File: src/inc/aocc_consts.svh
/*
 * timing, reset and code constants for the audio output channel control block.
 * assumes a 10 MHz core clock; included by bare name from the package and modules.
 */
`ifndef AOCC_CONSTS_SVH
`define AOCC_CONSTS_SVH

`define AOCC_CLK_HZ 10000000
`define AOCC_CLK_PERIOD_NS 100
`define AOCC_SAMPLE_RATE_HZ 8000
`define AOCC_UPDATE_CYCLES (`AOCC_CLK_HZ / `AOCC_SAMPLE_RATE_HZ)
`define AOCC_BIT_TIME_NS 1000
`define AOCC_BIT_CYCLES ((`AOCC_BIT_TIME_NS + `AOCC_CLK_PERIOD_NS - 1) / `AOCC_CLK_PERIOD_NS)
`define AOCC_QUEUE_DEPTH 4
`define AOCC_SAMPLE_W 8
`define AOCC_MID_SCALE 8'h80
`define AOCC_LINE_IDLE 1'b1
`define AOCC_START_BIT 1'b0
`define AOCC_STOP_BIT 1'b1
`define AOCC_HOLD_RESET 2'h3
`define AOCC_PERMIT_RESET 2'h3

`endif

File: src/inc/aocc_pkg.sv
/*
 * shared types of the audio output channel control block.
 * assumes aocc_consts.svh is on the include path.
 */
`include "aocc_consts.svh"

package aocc_pkg;
    typedef logic [`AOCC_SAMPLE_W-1:0] aocc_sample_t;

    typedef enum logic {
        AOCC_FLAG_AUTO,
        AOCC_FLAG_MANUAL
    } aocc_flag_mode_e;

    typedef enum logic [1:0] {
        AOCC_TX_IDLE,
        AOCC_TX_START,
        AOCC_TX_DATA,
        AOCC_TX_STOP
    } aocc_tx_state_e;
endpackage

File: src/inc/aocc_stream_if.sv
/*
 * sample hand-off from the channel controller to the serial sender.
 * assumes both ends share one clock; valid is a one-cycle pulse.
 */
`timescale 1ns/10ps

interface aocc_stream_if;
    logic valid;
    aocc_pkg::aocc_sample_t data;
    logic busy;

    modport src (
        output valid,
        output data,
        input busy
    );
    modport snk (
        input valid,
        input data,
        output busy
    );
endinterface

File: src/design/aocc_channel.sv
/*
 * audio output channel control: sample queue, d/a update pacing with suspend,
 * update toggle, voice activity flag, and a copy of every channel zero d/a code to the serial sender.
 * assumes samples come from the synthesis core on i_clock, and that the hold and
 * permit pins are asynchronous to it.
 */
`timescale 1ns/10ps
`include "aocc_consts.svh"

module aocc_channel #(
    parameter int QUEUE_DEPTH = `AOCC_QUEUE_DEPTH,
    parameter int UPDATE_CYCLES = `AOCC_UPDATE_CYCLES,
    parameter int BIT_CYCLES = `AOCC_BIT_CYCLES
) (
    // clock and reset
    input wire logic i_clock,
    input wire logic i_arst_n,
    // sample stream from the synthesis core
    input wire logic i_sample_valid,
    input wire logic [`AOCC_SAMPLE_W-1:0] i_sample_data,
    output logic o_sample_ready,
    // voice flag configuration and program command
    input wire logic i_flag_manual,
    input wire logic i_flag_command,
    input wire logic i_flag_active_low,
    // channel zero pins
    input wire logic i_playback_hold_n_0,
    output logic [`AOCC_SAMPLE_W-1:0] o_analog_channel_out_0,
    output logic o_sample_update_toggle_0,
    output logic o_voice_active_flag_0,
    // channel one pins, reserved
    input wire logic i_playback_hold_n_1,
    output logic [`AOCC_SAMPLE_W-1:0] o_analog_channel_out_1,
    output logic o_sample_update_toggle_1,
    output logic o_voice_active_flag_1,
    // serial sample link
    input wire logic i_sample_send_permit_n,
    output logic o_serial_sample_out
);
    localparam int PW = (QUEUE_DEPTH > 1) ? $clog2(QUEUE_DEPTH) : 1;
    localparam int DW = (UPDATE_CYCLES > 1) ? $clog2(UPDATE_CYCLES) : 1;

    typedef struct packed {
        logic [1:0] hold_sync;
        logic [QUEUE_DEPTH-1:0][`AOCC_SAMPLE_W-1:0] queue;
        logic [PW-1:0] wr_ptr;
        logic [PW-1:0] rd_ptr;
        logic [PW:0] count;
        logic ready;
        logic [DW-1:0] div;
        aocc_pkg::aocc_sample_t dac;
        logic toggle;
        logic playing;
        logic flag;
        logic tx_valid;
        aocc_pkg::aocc_sample_t tx_data;
        aocc_pkg::aocc_sample_t dac_1;
        logic flag_1;
        logic toggle_1;
    } aocc_chan_s;

    aocc_chan_s r;
    aocc_chan_s next_r;
    aocc_stream_if link ();

    logic push;
    logic tick;
    logic pop;
    logic active;
    aocc_pkg::aocc_flag_mode_e flag_mode;

    assign flag_mode = i_flag_manual ? aocc_pkg::AOCC_FLAG_MANUAL : aocc_pkg::AOCC_FLAG_AUTO;

    always_comb begin
        next_r = r;
        next_r.tx_valid = 1'b0;
        next_r.hold_sync = {r.hold_sync[0], i_playback_hold_n_0};

        // intake never looks at the hold pin, so queuing goes on while held
        push = i_sample_valid && r.ready;
        tick = (r.div == '0);
        // the queue head is only consumed by an update that really happens
        pop = tick && r.hold_sync[1] && (r.count != '0);

        // pacing keeps running while held; only the update itself is withheld
        if (tick) begin
            next_r.div = DW'(UPDATE_CYCLES - 1);
        end else begin
            next_r.div = r.div - 1'b1;
        end

        if (push) begin
            next_r.queue[r.wr_ptr] = i_sample_data;
            if (r.wr_ptr == PW'(QUEUE_DEPTH - 1)) begin
                next_r.wr_ptr = '0;
            end else begin
                next_r.wr_ptr = r.wr_ptr + 1'b1;
            end
        end

        // d/a update only while the hold pin is high
        if (tick && r.hold_sync[1]) begin
            if (pop) begin
                next_r.dac = r.queue[r.rd_ptr];
                next_r.playing = 1'b1;
                if (r.rd_ptr == PW'(QUEUE_DEPTH - 1)) begin
                    next_r.rd_ptr = '0;
                end else begin
                    next_r.rd_ptr = r.rd_ptr + 1'b1;
                end
            end else begin
                // nothing queued: rest at mid-scale
                next_r.dac = `AOCC_MID_SCALE;
                next_r.playing = 1'b0;
            end
            next_r.toggle = ~r.toggle;
            // the serial copy is taken from the same code the d/a gets
            next_r.tx_valid = 1'b1;
            next_r.tx_data = next_r.dac;
        end

        unique case ({push, pop})
            2'b10: next_r.count = r.count + 1'b1;
            2'b01: next_r.count = r.count - 1'b1;
            default: next_r.count = r.count;
        endcase
        // registered ready, so a full queue refuses the very next offer
        next_r.ready = (next_r.count != (PW + 1)'(QUEUE_DEPTH));

        // activity: a sample on the d/a or samples still waiting
        active = next_r.playing || (next_r.count != '0);
        unique case (flag_mode)
            aocc_pkg::AOCC_FLAG_AUTO: next_r.flag = active ^ i_flag_active_low;
            aocc_pkg::AOCC_FLAG_MANUAL: next_r.flag = i_flag_command ^ i_flag_active_low;
        endcase

        // reserved channel: mid-scale, no toggle, flag at its inactive level
        next_r.dac_1 = `AOCC_MID_SCALE;
        next_r.flag_1 = i_flag_active_low;
        // kept in a flop so every pin of the block leaves a register
        next_r.toggle_1 = 1'b0;
    end

    always_ff @(posedge i_clock or negedge i_arst_n) begin
        if (!i_arst_n) begin
            r <= '0;
            r.hold_sync <= `AOCC_HOLD_RESET;
            r.dac <= `AOCC_MID_SCALE;
            r.dac_1 <= `AOCC_MID_SCALE;
        end else begin
            r <= next_r;
        end
    end

    assign link.valid = r.tx_valid;
    assign link.data = r.tx_data;

    // frames longer than an update period simply lose the older pending code
    aocc_serial_tx #(
        .BIT_CYCLES(BIT_CYCLES)
    ) u_serial (
        .i_clock(i_clock),
        .i_arst_n(i_arst_n),
        .i_sample_send_permit_n(i_sample_send_permit_n),
        .s_in(link.snk),
        .o_serial_sample_out(o_serial_sample_out)
    );

    assign o_sample_ready = r.ready;
    assign o_analog_channel_out_0 = r.dac;
    assign o_sample_update_toggle_0 = r.toggle;
    assign o_voice_active_flag_0 = r.flag;
    // channel one hold pin is read by nothing
    assign o_analog_channel_out_1 = r.dac_1;
    assign o_sample_update_toggle_1 = r.toggle_1;
    assign o_voice_active_flag_1 = r.flag_1;
endmodule

File: src/design/aocc_serial_tx.sv
/*
 * serial sender: start bit, eight data bits lsb first, stop bit.
 * assumes samples arrive as pulses from the channel controller on the same clock.
 */
`timescale 1ns/10ps
`include "aocc_consts.svh"

module aocc_serial_tx #(
    parameter int BIT_CYCLES = `AOCC_BIT_CYCLES
) (
    // clock and reset
    input wire logic i_clock,
    input wire logic i_arst_n,
    // pin from the far side, active low permit
    input wire logic i_sample_send_permit_n,
    // samples from the controller
    aocc_stream_if.snk s_in,
    // serial pin
    output logic o_serial_sample_out
);
    localparam int BW = (BIT_CYCLES > 1) ? $clog2(BIT_CYCLES) : 1;

    typedef struct packed {
        logic [1:0] permit_sync;
        aocc_pkg::aocc_tx_state_e state;
        aocc_pkg::aocc_sample_t hold;
        logic pending;
        aocc_pkg::aocc_sample_t shift;
        logic [2:0] bit_idx;
        logic [BW-1:0] bit_cnt;
        logic line;
    } aocc_tx_s;

    aocc_tx_s r;
    aocc_tx_s next_r;

    always_comb begin
        next_r = r;
        next_r.permit_sync = {r.permit_sync[0], i_sample_send_permit_n};
        // one sample waits here; a newer one replaces it so the link never lags audio
        if (s_in.valid) begin
            next_r.hold = s_in.data;
            next_r.pending = 1'b1;
        end
        unique case (r.state)
            aocc_pkg::AOCC_TX_IDLE: begin
                next_r.line = `AOCC_LINE_IDLE;
                // a frame starts only while the permit is low
                if (r.pending && !r.permit_sync[1]) begin
                    next_r.shift = r.hold;
                    next_r.pending = s_in.valid;
                    next_r.state = aocc_pkg::AOCC_TX_START;
                    next_r.line = `AOCC_START_BIT;
                    next_r.bit_cnt = BW'(BIT_CYCLES - 1);
                end
            end
            aocc_pkg::AOCC_TX_START, aocc_pkg::AOCC_TX_DATA: begin
                if (r.bit_cnt != '0) begin
                    next_r.bit_cnt = r.bit_cnt - 1'b1;
                end else begin
                    next_r.bit_cnt = BW'(BIT_CYCLES - 1);
                    if (r.state == aocc_pkg::AOCC_TX_START) begin
                        next_r.state = aocc_pkg::AOCC_TX_DATA;
                        next_r.bit_idx = 3'h0;
                        next_r.line = r.shift[0];
                    end else if (r.bit_idx == 3'h7) begin
                        next_r.state = aocc_pkg::AOCC_TX_STOP;
                        next_r.line = `AOCC_STOP_BIT;
                    end else begin
                        next_r.bit_idx = r.bit_idx + 3'h1;
                        next_r.line = r.shift[r.bit_idx + 3'h1];
                    end
                end
            end
            aocc_pkg::AOCC_TX_STOP: begin
                if (r.bit_cnt != '0) begin
                    next_r.bit_cnt = r.bit_cnt - 1'b1;
                end else begin
                    next_r.state = aocc_pkg::AOCC_TX_IDLE;
                end
            end
        endcase
    end

    always_ff @(posedge i_clock or negedge i_arst_n) begin
        if (!i_arst_n) begin
            r <= '0;
            r.permit_sync <= `AOCC_PERMIT_RESET;
            r.state <= aocc_pkg::AOCC_TX_IDLE;
            r.line <= `AOCC_LINE_IDLE;
        end else begin
            r <= next_r;
        end
    end

    assign s_in.busy = (r.state != aocc_pkg::AOCC_TX_IDLE);
    assign o_serial_sample_out = r.line;
endmodule

File: config.mk
export PLATFORM = sky130hd
export DESIGN_NAME = aocc_channel
export DESIGN_NICKNAME = d
export VERILOG_FILES = /design/src/inc/aocc_pkg.sv /design/src/inc/aocc_stream_if.sv /design/src/design/aocc_channel.sv /design/src/design/aocc_serial_tx.sv
export VERILOG_INCLUDE_DIRS = /design/src /design/src/inc
export SDC_FILE = /design/constraint.sdc
export NUM_CORES = 1
export LEC_CHECK = 0
export ABC_CLOCK_PERIOD_IN_PS = 8800
export BUFFER_PORTS_ARGS = -buffer_cell sky130_fd_sc_hd__buf_2
export CORE_MARGIN = 4
export CORE_UTILIZATION = 35
export CTS_CLUSTER_DIAMETER = 120
export DETAILED_ROUTE_END_ITERATION = 12
export PLACE_DENSITY_LB_ADDON = 0.1
export SETUP_SLACK_MARGIN = 0.4
export SYNTH_ARGS = -nofsm -noshare
export SYNTH_HDL_FRONTEND = slang
export SYNTH_SLANG_ARGS = --single-unit
File: constraint.sdc
create_clock -name i_clock -period 8.8 [get_ports i_clock]
set_input_delay 0.88 -clock i_clock [delete_from_list [all_inputs] [get_ports i_clock]]
set_output_delay 0.88 -clock i_clock [all_outputs]
set_load 0.005 [all_outputs]
==> results.py <==
metrics = {
    "status": {
        "status": "finished clean",
    },
    "setup_path": {
        "crit_required_ns": 9.02,
        "crit_type": "register to register",
        "path_cells": "or4_4 -> nor4b_4 -> ha_1 -> inv_1 -> fa_1 -> nand2_1 -> o21ai_0 -> a41oi_2 -> xor2_1",
        "reg2reg_depth": 9,
        "startpoint_type": "register",
        "worst-path-max-fanout": 5,
        "r2r_start": "r[32]$_DFF_PN0_",
        "critPathTopFamily": "simple AND/OR/NAND/NOR gates",
        "cp-end-kind": "register",
        "crit_path_top_delay_cell": "or4_4",
        "slowest_delay_ns": 0.58,
        "critPathCapture": "o_voice_active_flag_0$_DFF_PN0_",
        "critPathLaunch": "r[32]$_DFF_PN0_",
        "r2r_slack_ns": 5.75,
        "worst-path-buf-inv": 1,
        "cp.arrival_ns": 3.27,
        "cp_num_cells": 9,
        "r2r_end": "o_voice_active_flag_0$_DFF_PN0_",
    },
    "run": {
        "maxCapViolCount": 0,
    },
    "power_and_ir_drop": {
        "ir_drop_v": 0.000147,
        "p_leak_uw": 0.00233,
        "total_power_uw": 1260,
        "cellPowerDensity_nw_per_um2": 250,
    },
    "routing": {
        "wl_per_cell_um": 14.4,
        "ant_nets": 0,
        "vias_per_cell": 4.72,
        "drt_iter0_markers": 96,
        "drt_wl_total_um": 7970,
        "remaining_drc_errors": 0,
        "num_vias": 2615,
        "first_pass_iters": 4,
    },
    "floorplanning": {
        "die_h_um": 121,
        "dieWidth_um": 121,
        "ios": 39,
        "row_count": 40,
        "dieArea_um2": 14600,
        "start_util_pct": 36.5,
        "core_um2": 12200,
    },
    "global_routing": {
        "grt_first_pass_wirelength_um": 13800,
        "antenna_found_initial": 0,
        "grt_max_degree": 68,
        "gr-usage-all-layers_pct": 12.1,
        "grt.overflow.total": 0,
        "grt_pass1_vias": 2690,
    },
    "sta": {
        "rsz0062_at_grt": "no",
        "maxSlewHeadroom_pct": 42.7,
        "final_hold_viol_count": 0,
        "worst_slack_ns": 5.75,
        "worst_slew_pin_slew_ns": 0.860,
        "clock-skew-final_ns": 0.00757,
        "period_needed_ns": 3.05,
        "setup_viol": 0,
        "final_max_slew_viol_count": 0,
        "period_share_pct": 34.7,
        "fmax_ghz": 0.328,
        "tns_ns": 0,
    },
    "clocking": {
        "cts-hold-fix-buffers": 0,
        "cts_resized": 0,
        "cts_tree": "yes",
        "cts_made_buffers": 9,
        "cts_setup_buffers": 0,
        "cts_root_buffer": "clkbuf_16",
        "cts_buffer_depth": 2,
        "cts.sinks": 96,
        "clock_latency_ns": 0.34,
        "path_clk_slew_ns": 0.06,
        "htreeDepth": 3,
    },
    "placed_design": {
        "io_buffers": 28,
        "post-place-ws_ns": 5.73,
        "dp.cells": 538,
        "dp_hpwl_um": 5540,
        "gp_congestion": 0.736,
    },
    "logic_synthesis": {
        "yosys_warnings": 0,
        "synth-edff-count": 0,
        "synth-async-reset-ratio_pct": 100,
        "ys_ff_latch": 96,
        "netlist_area_um2": 4450,
        "syn_area_per_cell_um2": 12.4,
        "ys_seq_area_share_pct": 54.1,
        "synthFlopType": "dfrtp_1",
        "synthCells": 358,
        "synth.distinct_cells": 42,
    },
    "finish": {
        "area_growth_pct": 12.8,
        "max_flop_register": "r",
        "fin_cells": 554,
        "largest_reg_flops": 52,
        "nNetsFinal": 414,
        "drive_above_1_share_pct": 30.8,
        "diodes": 0,
    },
    "worst_hold_path": {
        "min_from": "next_r[82]$_DFF_PN1_",
        "hold_path_class": "register to register",
    },
}
through the flow:
stage	hold WS, ns	instance area (um^2)	utilization [%]
finish	0.356	5020	41.1
global route	0.358	5020	41.1
CTS	0.357	5020	41.1
detailed placement	0.347	4690	38.4
global placement	0.346	4690	38.4
floorplan	0.345	4480	-
how the worst min path moves through the flow:
stage                            endpoint  slack, ns  depth (start not counted)
after global routing      r[82]$_DFF_PN1_       0.36                          0
final                     r[82]$_DFF_PN1_       0.36                          0
after CTS                 r[82]$_DFF_PN1_       0.36                          0
after global placement    r[82]$_DFF_PN1_       0.35                          0
after detailed placement  r[82]$_DFF_PN1_       0.35                          0
after floorplan           r[82]$_DFF_PN1_       0.35                          0
where the power goes:
group          internal, uW  leakage, uW  switching [uW]
clock network           277     0.000162             162
registers               535      0.00121            50.2
logic                   135     0.000964            98.3
total                   947      0.00233             311
cells in the final DEF (no fill, tap or decap), types with 2 or more instances in the layout:
cell type,count
nor4_1,3
nand2_1,31
dfrtp_1,90
ha_1,15
a21oi_1,8
buf_4,3
inv_1,16
mux2_2,52
a31oi_1,2
dfstp_2,6
bufinv_16,3
a21o_1,3
conb_1,9
o22a_1,2
a22oi_1,3
or4_4,2
nand2b_1,3
nand3_1,8
or3_1,2
clkinv_2,2
buf_2,27
mux4_2,10
xnor2_1,7
nor3b_1,2
o21ai_0,18
xor2_1,5
nor2_1,21
mux2i_1,2
clkbuf_16,9
nor3_1,7
metal layers:
| metal | GRT usage [%] | share of wire (%) | up-vias |
|---|---|---|---|
| met5 | 0 | 0 | - |
| met4 | 3.40 | 1.1 | 0 |
| met3 | 3.98 | 3.5 | 6 |
| met2 | 19.6 | 49 | 34 |
| met1 | 15.5 | 46 | 1304 |
| li1 | - | - | 1271 |
Yosys cell counts, types with 2 or more instances:
master	count	area share [%]
a21o_1	3	0.51
or4_4	2	0.51
xor2_1	5	0.98
nand3_1	8	0.90
mux2_2	52	13
conb_1	2	0.17
dfrtp_1	90	51
ha_1	15	4.2
nor4_1	3	0.42
nor3_1	7	0.79
nand2b_1	3	0.42
a22oi_1	3	0.51
nor2_1	21	1.8
a21oi_1	8	0.90
xnor2_1	7	1.4
o22a_1	2	0.39
mux4_2	10	5.1
mux2i_1	2	0.45
dfstp_2	6	3.5
a31oi_1	2	0.28
o21ai_0	18	2.0
clkbuf_1	6	0.51
buf_4	17	2.9
or3_1	2	0.28
nand2_1	31	2.6
inv_1	16	1.3
nor3b_1	2	0.34
kinds of logic (layout without fill, tap and decap cells):
logic type	count (synthesis)	after routing	share of synthesized area, %
AOI/OAI and AO/OA	41	41	5.68
xor gates and xnor gates	12	12	2.36
adders and majority gates	16	16	4.66
buffers and inverters	42	63	5.00
DFF	96	96	54.1
muxes	64	64	18.7
other	2	9	0.169
and+or+nand+nor	85	85	9.36
layout make-up:
class / count / area, um^2
Fill cell: 1203 / 7190
Sequential cell: 96 / 2410
Multi-Input combinational cell: 227 / 1850
Clock buffer: 10 / 229
Tap cell: 168 / 210
Timing Repair Buffer: 30 / 158
Clock inverter: 6 / 108
Inverter: 17 / 63.8
No activity file was read; power rests on OpenSTA's default activity.
